--- config.mk ---
export PLATFORM = sky130hd
export DESIGN_NAME = eaic_top
export DESIGN_NICKNAME = d
export VERILOG_FILES = /design/src/hw/eaic_pkg.sv /design/src/hw/eaic_top.sv /design/src/hw/eaic_line.sv
export VERILOG_INCLUDE_DIRS = /design/src /design/src/hw
export SDC_FILE = /design/constraint.sdc
export NUM_CORES = 1
export LEC_CHECK = 0
export ABC_AREA = 1
export BUFFER_PORTS_ARGS = -buffer_cell sky130_fd_sc_hd__buf_2
export CAP_MARGIN = 20
export CORE_UTILIZATION = 45
export DETAILED_ROUTE_END_ITERATION = 10
export GPL_TIMING_DRIVEN = 0
export PLACE_DENSITY = 0.7
export REMOVE_ABC_BUFFERS = 1
export SKIP_CTS_REPAIR_TIMING = 1
export SKIP_LAST_GASP = 1
export SYNTH_ARGS = -nofsm -noshare
export SYNTH_HDL_FRONTEND = slang
export SYNTH_SLANG_ARGS = --single-unit
--- constraint.sdc ---
create_clock -name core_clk_i -period 1 [get_ports core_clk_i]
set_input_delay 0.05 -clock core_clk_i [delete_from_list [all_inputs] [get_ports core_clk_i]]
set_output_delay 0.05 -clock core_clk_i [all_outputs]
set_load 0.02 [all_outputs]
--- src/hw/eaic_defines.svh ---
// Purpose: Constants for the error/alarm interrupt controller
// Assumes: Byte addresses on a 32-bit register port
// Notes:   Included by the package and the design files
//
// Overview of operation
// [RULE_01] A one written to set-mask 0 enables that condition on line 0
// [RULE_02] A one written to set-mask 1 enables that condition on line 1
// [RULE_03] Line 0 is high only while an enabled condition has occurred
// [RULE_04] Line 1 is high only while an enabled condition has occurred
// [RULE_05] A one written to clear-mask 0 disables that condition on line 0
// [RULE_06] A one written to clear-mask 1 disables that condition on line 1
// [RULE_07] Mask readback 0 returns line 0 enables, one meaning enabled
// [RULE_08] Mask readback 1 returns line 1 enables, one meaning enabled
// [RULE_09] Masked status 0 shows occurred and enabled conditions in bits 14..0
// [RULE_10] Masked status 1 shows occurred and enabled conditions in bits 14..0
// [RULE_11] Bit 0 of each condition field is the system-timer frame failure
// [RULE_12] A one written to debug set forces that condition to occurred
// [RULE_13] A one written to debug clear clears that forced condition
// [RULE_14] Re-evaluate write: value 00 selects line 0, 01 selects line 1
// [RULE_15] On re-evaluation the line asserts again if anything enabled is pending
// [RULE_16] Re-evaluate read: bit 0 line 0 enabled and high, bit 1 line 1
// [RULE_17] Raw status shows every occurred condition regardless of masks
// [RULE_18] Conditions go out on two wires: line 0 error, line 1 alarm
// [RULE_19] Raw bits are sticky until cleared; masks reset to zero
`ifndef EAIC_DEFINES_SVH
`define EAIC_DEFINES_SVH

`define EAIC_NCOND          15
`define EAIC_AW             8
`define EAIC_DW             32

`define EAIC_OFF_RAW        8'h00
`define EAIC_OFF_MSTAT0     8'h04
`define EAIC_OFF_MSTAT1     8'h08
`define EAIC_OFF_SET0       8'h0c
`define EAIC_OFF_SET1       8'h10
`define EAIC_OFF_CLR0       8'h14
`define EAIC_OFF_CLR1       8'h18
`define EAIC_OFF_MASK0      8'h1c
`define EAIC_OFF_MASK1      8'h20
`define EAIC_OFF_DSET       8'h24
`define EAIC_OFF_DCLR       8'h28
`define EAIC_OFF_REEVAL     8'h2c

`define EAIC_REEVAL_LINE0   2'h0
`define EAIC_REEVAL_LINE1   2'h1
`define EAIC_BIT_FRAME_FAIL 0
`define EAIC_MASK_RST       15'h0000
`define EAIC_RAW_RST        15'h0000
`define EAIC_RDATA_RST      32'h0000_0000

`endif

--- src/hw/eaic_pkg.sv ---
// Purpose: Types for the error/alarm interrupt controller
// Assumes: eaic_defines.svh on the include path
// Notes:   Carriers for register requests and per-line state
`include "eaic_defines.svh"

package eaic_pkg;

    typedef logic [`EAIC_NCOND-1:0] eaic_cond_t;

    typedef struct packed {
        logic                 wr;
        logic                 rd;
        logic [`EAIC_AW-1:0]  addr;
        logic [`EAIC_DW-1:0]  wdata;
    } eaic_req_s;

    typedef struct packed {
        eaic_cond_t mask;
        eaic_cond_t masked;
        logic       any;
        logic       irq;
    } eaic_line_s;

endpackage

--- src/hw/eaic_top.sv ---
// Purpose: Error/alarm condition capture and two interrupt lines
// Assumes: Condition pulses come from logic on core_clk_i
// Notes:   Read data is registered, valid one cycle after a read
`timescale 1ns/1ps
`default_nettype none
`include "eaic_defines.svh"

module eaic_top
    import eaic_pkg::*;
(
    input  wire logic                core_clk_i,
    input  wire logic                rst_b_i,
    input  wire logic                clk_en_i,
    input  wire eaic_cond_t          cond_pulse_i,
    input  wire eaic_req_s           reg_req_i,
    output logic [`EAIC_DW-1:0]      reg_rdata_o,
    output logic                     reg_rvalid_o,
    output logic [1:0]               fault_irq_line_o
);

    // ********************************************
    // Declarations
    // ********************************************
    eaic_cond_t  raw_condition_status;
    eaic_cond_t  wr_bits;
    eaic_line_s  line0;
    eaic_line_s  line1;
    logic        wr_set0;
    logic        wr_set1;
    logic        wr_clr0;
    logic        wr_clr1;
    logic        wr_dset;
    logic        wr_dclr;
    logic        wr_reev;
    logic        reev0;
    logic        reev1;
    logic [1:0]  reev_status;
    logic [`EAIC_DW-1:0] next_rdata;
    eaic_cond_t  unforce_condition_bits;

    // ********************************************
    // Write decode
    // ********************************************
    assign wr_bits = reg_req_i.wdata[`EAIC_NCOND-1:0];

    always_comb
    begin
        wr_set0 = 1'b0;
        wr_set1 = 1'b0;
        wr_clr0 = 1'b0;
        wr_clr1 = 1'b0;
        wr_dset = 1'b0;
        wr_dclr = 1'b0;
        wr_reev = 1'b0;
        if (reg_req_i.wr)
        begin
            unique case (reg_req_i.addr)
                `EAIC_OFF_SET0:  wr_set0 = 1'b1;
                `EAIC_OFF_SET1:  wr_set1 = 1'b1;
                `EAIC_OFF_CLR0:  wr_clr0 = 1'b1;
                `EAIC_OFF_CLR1:  wr_clr1 = 1'b1;
                `EAIC_OFF_DSET:  wr_dset = 1'b1;
                `EAIC_OFF_DCLR:  wr_dclr = 1'b1;
                `EAIC_OFF_REEVAL: wr_reev = 1'b1;
                default:         wr_reev = 1'b0;
            endcase
        end
    end

    // Line select; other codes are ignored
    // [RULE_14] Re-evaluate select
    assign reev0 = wr_reev && (reg_req_i.wdata[1:0] == `EAIC_REEVAL_LINE0);
    assign reev1 = wr_reev && (reg_req_i.wdata[1:0] == `EAIC_REEVAL_LINE1);

    assign unforce_condition_bits = wr_dclr ? wr_bits : `EAIC_RAW_RST;

    // ********************************************
    // Raw conditions
    // ********************************************
    // Sticky capture, set wins over clear
    // [RULE_11] [RULE_12] [RULE_13] [RULE_19] Raw capture
    always_ff @(posedge core_clk_i or negedge rst_b_i)
    begin
        if (!rst_b_i)
            raw_condition_status <= `EAIC_RAW_RST;
        else if (clk_en_i)
            raw_condition_status <= (raw_condition_status & ~unforce_condition_bits)
                                    | cond_pulse_i
                                    | (wr_dset ? wr_bits : `EAIC_RAW_RST);
    end

    // ********************************************
    // Lines
    // ********************************************
    eaic_line u_line0 (
        .core_clk_i (core_clk_i),
        .rst_b_i    (rst_b_i),
        .clk_en_i   (clk_en_i),
        .set_we_i   (wr_set0),
        .clr_we_i   (wr_clr0),
        .reeval_i   (reev0),
        .wbits_i    (wr_bits),
        .raw_i      (raw_condition_status),
        .line_o     (line0)
    );

    eaic_line u_line1 (
        .core_clk_i (core_clk_i),
        .rst_b_i    (rst_b_i),
        .clk_en_i   (clk_en_i),
        .set_we_i   (wr_set1),
        .clr_we_i   (wr_clr1),
        .reeval_i   (reev1),
        .wbits_i    (wr_bits),
        .raw_i      (raw_condition_status),
        .line_o     (line1)
    );

    // Line 0 error, line 1 alarm
    // [RULE_18] Output wires
    assign fault_irq_line_o = {line1.irq, line0.irq};

    // [RULE_16] Enabled and asserted
    assign reev_status = {line1.irq & (|line1.mask), line0.irq & (|line0.mask)};

    // ********************************************
    // Read mux
    // ********************************************
    always_comb
    begin
        next_rdata = `EAIC_RDATA_RST;
        unique case (reg_req_i.addr)
            // [RULE_17] Raw readback
            `EAIC_OFF_RAW:    next_rdata[`EAIC_NCOND-1:0] = raw_condition_status;
            // [RULE_09] Masked status line 0
            `EAIC_OFF_MSTAT0: next_rdata[`EAIC_NCOND-1:0] = line0.masked;
            // [RULE_10] Masked status line 1
            `EAIC_OFF_MSTAT1: next_rdata[`EAIC_NCOND-1:0] = line1.masked;
            // [RULE_07] Enable readback line 0
            `EAIC_OFF_MASK0:  next_rdata[`EAIC_NCOND-1:0] = line0.mask;
            // [RULE_08] Enable readback line 1
            `EAIC_OFF_MASK1:  next_rdata[`EAIC_NCOND-1:0] = line1.mask;
            `EAIC_OFF_REEVAL: next_rdata[1:0] = reev_status;
            default:          next_rdata = `EAIC_RDATA_RST;
        endcase
    end

    always_ff @(posedge core_clk_i or negedge rst_b_i)
    begin
        if (!rst_b_i)
            reg_rdata_o <= `EAIC_RDATA_RST;
        else if (clk_en_i && reg_req_i.rd)
            reg_rdata_o <= next_rdata;
    end

    always_ff @(posedge core_clk_i or negedge rst_b_i)
    begin
        if (!rst_b_i)
            reg_rvalid_o <= 1'b0;
        else if (clk_en_i)
            reg_rvalid_o <= reg_req_i.rd;
    end
endmodule // eaic_top

`default_nettype wire

--- src/hw/eaic_line.sv ---
// Purpose: Enable mask and output of one interrupt line
// Assumes: Strobes are one-cycle and qualified by the clock enable
// Notes:   Instantiated once per line
`timescale 1ns/1ps
`default_nettype none
`include "eaic_defines.svh"

module eaic_line
    import eaic_pkg::*;
(
    input  wire logic       core_clk_i,
    input  wire logic       rst_b_i,
    input  wire logic       clk_en_i,
    input  wire logic       set_we_i,
    input  wire logic       clr_we_i,
    input  wire logic       reeval_i,
    input  wire eaic_cond_t wbits_i,
    input  wire eaic_cond_t raw_i,
    output eaic_line_s      line_o
);

    eaic_cond_t mask;
    logic       irq;

    // Set and clear of the enables
    // [RULE_01] [RULE_02] [RULE_05] [RULE_06] [RULE_19] Mask update
    always_ff @(posedge core_clk_i or negedge rst_b_i)
    begin
        if (!rst_b_i)
            mask <= `EAIC_MASK_RST;
        else if (clk_en_i && set_we_i)
            mask <= mask | wbits_i;
        else if (clk_en_i && clr_we_i)
            mask <= mask & ~wbits_i;
    end

    // Line drops for one cycle on re-evaluation
    // [RULE_03] [RULE_04] [RULE_15] Line drive
    always_ff @(posedge core_clk_i or negedge rst_b_i)
    begin
        if (!rst_b_i)
            irq <= 1'b0;
        else if (clk_en_i)
            irq <= (|(raw_i & mask)) & ~reeval_i;
    end

    assign line_o.mask   = mask;
    // [RULE_09] [RULE_10] Masked view
    assign line_o.masked = raw_i & mask;
    assign line_o.any    = |(raw_i & mask);
    assign line_o.irq    = irq;

endmodule // eaic_line

`default_nettype wire

**Word level (Yosys, flattened, before mapping)**

Index checks and enable logic that the tools add are counted.

- Eq/ne operators: 12
- Multiplexer cells: 22
- Bitwise operators: 17
- Reduce and logical (&&, ||, !) cells: 15

Operators with widths:

| kind | number |
|---|---|
| $mux W15 | 6 |
| $and A15 B15 Y15 | 5 |
| $pmux W13 S5 | 1 |
| $or A15 B15 Y15 | 4 |
| $reduce_or A15 Y1 | 4 |
| $eq A8 B5 Y1 const B | 4 |
| $eq A8 B6 Y1 const B | 4 |
| $not A15 Y15 | 2 |
| $eq A8 B4 Y1 const B | 2 |
| $mux W1 | 14 |
| $pmux W2 S6 | 1 |
| $eq A8 B3 Y1 const B | 1 |
| $logic_not A8 Y1 | 1 |
| $logic_and A1 B1 Y1 | 7 |
| $and A1 B1 Y1 | 4 |
| $reduce_bool A2 Y1 | 2 |
| $eq A2 B1 Y1 const B | 1 |
| $logic_not A2 Y1 | 1 |
| $not A1 Y1 | 2 |

- Bits in registers: 63
- Output and inout bits: 35

**Logic depth before layout (Yosys ltp)**

Gate-level depths: netlist of run 1.

- Word-level depth: 8
- Gate-level depth with buffers: 11
- Gate-level depth less buffers: 9

**Cells and area by module**

From an unflattened synthesis of run 1, not the netlist that was laid out.

- Cell total of the unflattened synthesis: 594
- Area, all modules: 4087.7 sq um

Modules (own cells, without submodules):

| module | instances | cells an instance | area each (sq um) |
|---|---|---|---|
| eaic_top | 1 | 364 | 2411.1 |
| eaic_line | 2 | 115 | 838.3 |

**Worst setup path after synthesis of run 1**

OpenSTA, ideal clock, no wires.

- Path kind: input port to flip-flop
- Start: in reg_req_i[35] in the netlist's numbering
- End: reg with a tool-made name
- Arrival: 913 ps
- Required time: 875 ps
- Setup slack: -38 ps
- Cell stages on the path: 8
- Buffers on the path: 2
- Cells stage by stage: buf_6 inv_2 nand2_2 nor2_8 nand3_2 buf_2 o21ai_1 o21ai_1

RTL lines:

| element | RTL line | text |
|---|---|---|
| start: declaration | eaic_top.sv:15 | `input wire eaic_req_s reg_req_i,` |

==> reports/metrics.csv, run 1 <==
metric,value,unit
areaGrowthSynthToFinish,26.8,%
cts_buf_count,9,
die_area,9160,µm²
yosys_warnings,0,
critPathArrivalTime,1.52,ns
clock_tree_from_tritoncts,built,
syn_area,3950,µm²
path_clk_slew,0.07,ns
fin_crit,1.28,ns
wirelength,11800,µm
initial_antenna_violation_count,0,
result_of_the_run,"finished, violations left",
max_transition_margin,56.3,%
critPathTopFamily,simple AND/OR/NAND/NOR gates,
global_route_wire_length_before_repair,17600,µm
place.gp.congestion,0.956,
via_per_inst,5.38,
final.setup.tns,-2.32,ns
timing.critical_path.required,1.24,ns
maxCapViolations,0,
maxSlewViolCount,0,
violations_in_the_final_reports,"negative hold slack, negative setup slack",
synthesis.area_per_instance,7.26,µm²
antenna_left,0,
placed_cells,689,
placement_rows,33,
post-route-cell-area,5010,µm²
sw_frac_of_total,28.4,%
finClkSkew,0.0118,ns
detail_route.drc_violations,0,
overall_fraction_of_global_route_tracks_in_use,26.0,%
setup.worst_path.end_class,flop,
ys_seq_elements,63,
cts_num_sinks,63,
clock_latency,0.35,ns
worst_slew_pin_slew,0.655,ns
dp.final_hpwl,7530,µm
finalCritPeriodShare,128,%
holdWs,-0.277,ns
cpMaxStageDelayCell,dfrtp_1,
cts_root_buffer,clkbuf_8,
library_cell_with_the_highest_instance_count_after_synthesis,nand2_1,
htree_levels,3,
detailedRoute.firstPassIterationCount,5,
fmax,782,MHz
synth_top_area_share,39.9,%
via_count,4096,
peak_vdd_ir,0.000637,V
final_instance_count_without_filler_cells,762,
netlist.top_cell.by_area,dfrtp_1,
clock_path_buffers,2,
hold_violation_count_in_the_final_report,28,
worst_path_largest_cell_delay,0.41,ns
placed_standard_cell_area,4200,µm²
cp_num_buf_inv,0,
synth_commonest_cells,"nand2_1, o21ai_1, nor2_1",
drive_gt1_share,27.1,%
synth.area.top_cells,"dfrtp_1, nand2_1, o21ai_1, nor2_1, nand3_1",
preCtsSetupSlack,-1.28,ns
synth_sequential_area_ratio,39.9,%
num_io_pins,95,
synth.distinct_cells,25,
synth_async_sr_flop_share,100,%
rsz0062_at_grt,yes,
diodes,0,
power.share.combinational,15.2,%
portbufs,60,
crit_type,reg -> reg,
worst_hold_path_type,in -> async,
synthFlopType,dfrtp_1,
path_cells,nor2_1 > nand2_1 > nor2_1 > nand2_1 > nand2_1 > nand3_2 > nor2_2 > nor2_1,
worst-path-max-fanout,4,
setup_slack,-0.279,ns
power_switching,1.65,mW
internal_power,4.15,mW
finalSetupViolCount,18,
static-leakage-power,2.52,nW
wl_per_cell,15.5,µm
critical_path.reg2reg.endpoint,reg_rdata_o[1]$_DFFE_PN0P_,
ff2ff_path_depth,8,
first_iter_violations,295,
initial_utilization,47.4,%
grt_pass1_vias,3431,
start_kind,flop,
core,8340,µm²
timing.reg2reg.setup_slack,-0.28,ns
finish.net_count,712,
grt_max_degree,36,
die_extent_in_x,95.7,µm
synth_edf_count,0,
grt.overflow.total,0,
synth_cells,544,
power-per-cell-area,1160,nW/µm²
power.clock.fraction,38.3,%
die_height,95.7,µm
share_of_power_burned_in_registers,46.5,%
==> layer usage <==
metal  up-vias  global-route usage [%]  part of all wire (%)
met4         0                    8.71                   2.3
met3        31                    4.90                    10
met5         -                       0                     0
met2       244                    41.4                    45
li1       1960                       -                     -
met1      1861                    35.5                    43
==> power groups by stage <==
| stage | Sequential [mW] | Clock (mW) | Combinational, mW |
|---|---|---|---|
| after floorplan | 2.76 | 0 | 0.390 |
| after global placement | 2.74 | 0 | 0.705 |
| after detailed placement | 2.74 | 0 | 0.727 |
| after CTS | 2.69 | 2.23 | 0.730 |
| after global routing | 2.70 | 2.39 | 0.973 |
| final | 2.70 | 2.22 | 0.881 |
==> stage by stage <==
stage,power [mW],utilization (%)
after floorplan,3.15,-
after global placement,3.44,50.1
after detailed placement,3.47,50.4
after CTS,5.65,52.6
after global routing,6.06,60.1
final,5.80,60.1
==> area by class of cell <==
cell class / count / area (µm²)
fillers: 772 / 3330
well taps: 105 / 131
multi-input cells: 415 / 2090
repair inverters: 1 / 5.00
repair buffers: 116 / 828
clock inverters: 4 / 45.0
flip-flops and latches: 63 / 1580
inverters: 46 / 184
clock buffers: 12 / 145
==> kinds of logic (layout without fill, tap and decap cells) <==
| logic type | count (synthesis) | count (layout) | share of synthesized area (%) |
|---|---|---|---|
| buffers and inverters | 83 | 179 | 11.0 |
| AND/OR/NAND/NOR | 296 | 297 | 35.5 |
| AO/OA/AOI/OAI | 101 | 101 | 13.5 |
| flip-flops | 63 | 63 | 39.9 |
| other | 1 | 17 | 0.0949 |
==> cells in the final DEF (no fill, tap or decap), types with 4 or more instances in the layout <==
cell	instances
nand2_1	126
o21ai_1	76
dfrtp_1	62
nor2_1	60
buf_2	58
nand3_1	47
inv_1	36
buf_4	34
conb_1	17
dlygate4sd3_1	15
nor2_4	13
nor2_2	12
o21ai_0	12
nand3b_1	11
nand2_2	10
clkbuf_8	10
nand4_1	9
inv_2	7
a21oi_2	7
a21oi_1	6
nand3_4	4
clkinv_2	4
buf_6	4
buf_12	4
==> worst max-delay path by stage <==
stage,from,to,slack (ns),depth (start not counted)
final,flop,reg_rdata_o[1]$_DFFE_PN0P_,-0.28,8
after global routing,flop,reg_rdata_o[1]$_DFFE_PN0P_,-0.31,8
after CTS,reg_req_i[39],raw_condition_status[1]$_DFFE_PN0P_,-0.91,7
after global placement,reg_req_i[35],raw_condition_status[3]$_DFFE_PN0P_,-1.23,6
after floorplan,reg_req_i[39],raw_condition_status[0]$_DFFE_PN0P_,-0.33,6
after detailed placement,reg_req_i[39],raw_condition_status[1]$_DFFE_PN0P_,-1.28,7
==> worst reg2reg max path: stages, from the launching register on <==
cell and delay [ns]:
dfrtp_1 0.41, nor2_1 0.17, nand2_1 0.09, nor2_1 0.10
nand2_1 0.09, nand2_1 0.09, nand3_2 0.07, nor2_2 0.11
nor2_1 0.04
Note: power is estimated with default switching activity, not from simulation.
==> run 2: changes to the inputs <==
--- a/config.mk
+++ b/config.mk
@@ -9,6 +9,7 @@
 export ABC_AREA = 1
 export BUFFER_PORTS_ARGS = -buffer_cell sky130_fd_sc_hd__buf_2
 export CAP_MARGIN = 20
+export CORE_ASPECT_RATIO = 0.8
 export CORE_UTILIZATION = 45
 export DETAILED_ROUTE_END_ITERATION = 10
 export GPL_TIMING_DRIVEN = 0
==> reports/metrics.csv, run 2 (synthesis results as in run 1) <==
metric,value,unit
report.power.total,5.56,mW
initial_utilization,46.6,%
critPathTopFamily,simple AND/OR/NAND/NOR gates,
maxSlewViolCount,0,
routed-wl-met2,5040,µm
portbufs,60,
start_kind,flop,
cts_num_sinks,63,
crit_type,reg -> reg,
via_per_inst,5.32,
detailedRoute.firstPassIterationCount,5,
finish.net_count,702,
areaGrowthSynthToFinish,27.6,%
violations_in_the_final_reports,"negative hold slack, negative setup slack",
path_cells,nor2_2 > nand2_1 > nor2_1 > nand2_1 > nand3_1 > nand2_1 > nor2_1 > nor2_1,
fmax,808,MHz
maxCapViolations,0,
power-per-cell-area,1100,nW/µm²
peak_vdd_ir,0.000564,V
diodes,0,
routed-wl-met3,1110,µm
drive_gt1_share,27.9,%
cts_buf_count,9,
path_clk_slew,0.07,ns
placed_standard_cell_area,4190,µm²
setup.worst_path.end_class,flop,
cpMaxStageDelayCell,dfrtp_1,
worst_hold_path_type,in -> async,
antenna_left,0,
cp_num_buf_inv,0,
final_core_occ,59.4,%
core,8480,µm²
result_of_the_run,"finished, violations left",
finalCritPeriodShare,124,%
place.gp.congestion,0.911,
wl_met1,5690,µm
first_iter_violations,316,
preCtsSetupSlack,-1.39,ns
clock_tree_from_tritoncts,built,
worst_slew_pin_slew,0.804,ns
rsz0062_at_grt,yes,
critPathArrivalTime,1.48,ns
die_area,9160,µm²
die_extent_in_x,107,µm
detail_route.drc_violations,0,
wl_per_cell,16.1,µm
grt_pass1_vias,3490,
grt_max_degree,64,
final.setup.tns,-1.88,ns
grt.overflow.total,0,
via_count,4031,
dp.final_hpwl,7730,µm
global_route_wire_length_before_repair,18200,µm
num_io_pins,95,
timing.critical_path.required,1.24,ns
fin_crit,1.24,ns
hold_violation_count_in_the_final_report,63,
holdWs,-0.211,ns
initial_antenna_violation_count,0,
static-leakage-power,2.48,nW
route.top_layer_used,met4,
most-common-layout-cells,"nand2_1, o21ai_1, nor2_1, dfrtp_1, buf_2",
setup_slack,-0.237,ns
max_transition_margin,46.4,%
die_height,85.8,µm
finClkSkew,0.00509,ns
placement_rows,30,
post-route-cell-area,5040,µm²
overall_fraction_of_global_route_tracks_in_use,26.5,%
clock_path_buffers,2,
clock_latency,0.35,ns
most_frequent_standard_cell_in_the_layout_excluding_fill_and_tap_cells,nand2_1,
finalSetupViolCount,15,
worst-path-max-fanout,4,
worst_path_largest_cell_delay,0.42,ns
htree_levels,3,
cts_root_buffer,clkbuf_8,
wirelength,12200,µm
-- run 2: worst paths after layout --
kind	from	endpoint	slack, ns	depth (start not counted)
min	rst_b_i	reg_rdata_o[10]$_DFFE_PN0P_	-0.21	1
min in group core_clk_i	reg_req_i[6]	flop	0.02	3
max in group asynchronous	rst_b_i	async pin	0.63	1
min reg2reg	reg_rvalid_o$_DFFE_PN0P_	reg_rvalid_o$_DFFE_PN0P_	0.47	2
max	flop	reg_rdata_o[0]$_DFFE_PN0P_	-0.24	8
max reg2reg	flop	reg_rdata_o[0]$_DFFE_PN0P_	-0.24	8
-- run 2: layout make-up --
cell class / count / area (µm²)
sequential: 63 / 1580
timing repair inverter: 1 / 7.51
clock inverter: 1 / 5.00
fill: 754 / 3440
tap: 112 / 140
clock buffer: 13 / 159
multi-input combinational: 416 / 2160
timing repair buffer: 105 / 801
inverter: 46 / 186
-- run 2: through the flow --
step / std cells / hold WS, ns
global placement: 695 / 0.259
CTS: 709 / -0.186
detailed placement: 695 / 0.188
floorplan: 523 / -0.246
global route: 757 / -0.142
finish: 757 / -0.211
-- run 2: power by group --
group          internal [mW]  switching, mW
Clock                   1.01          0.951
Combinational          0.328          0.578
Sequential              2.63         0.0748
Total                   3.96           1.60
-- run 2: routing by layer --
layer,up-vias,global-route usage (%)
met4,0,10.1
met1,1848,37.9
li1,1937,-
met5,-,0
met3,34,6.61
met2,212,38.6
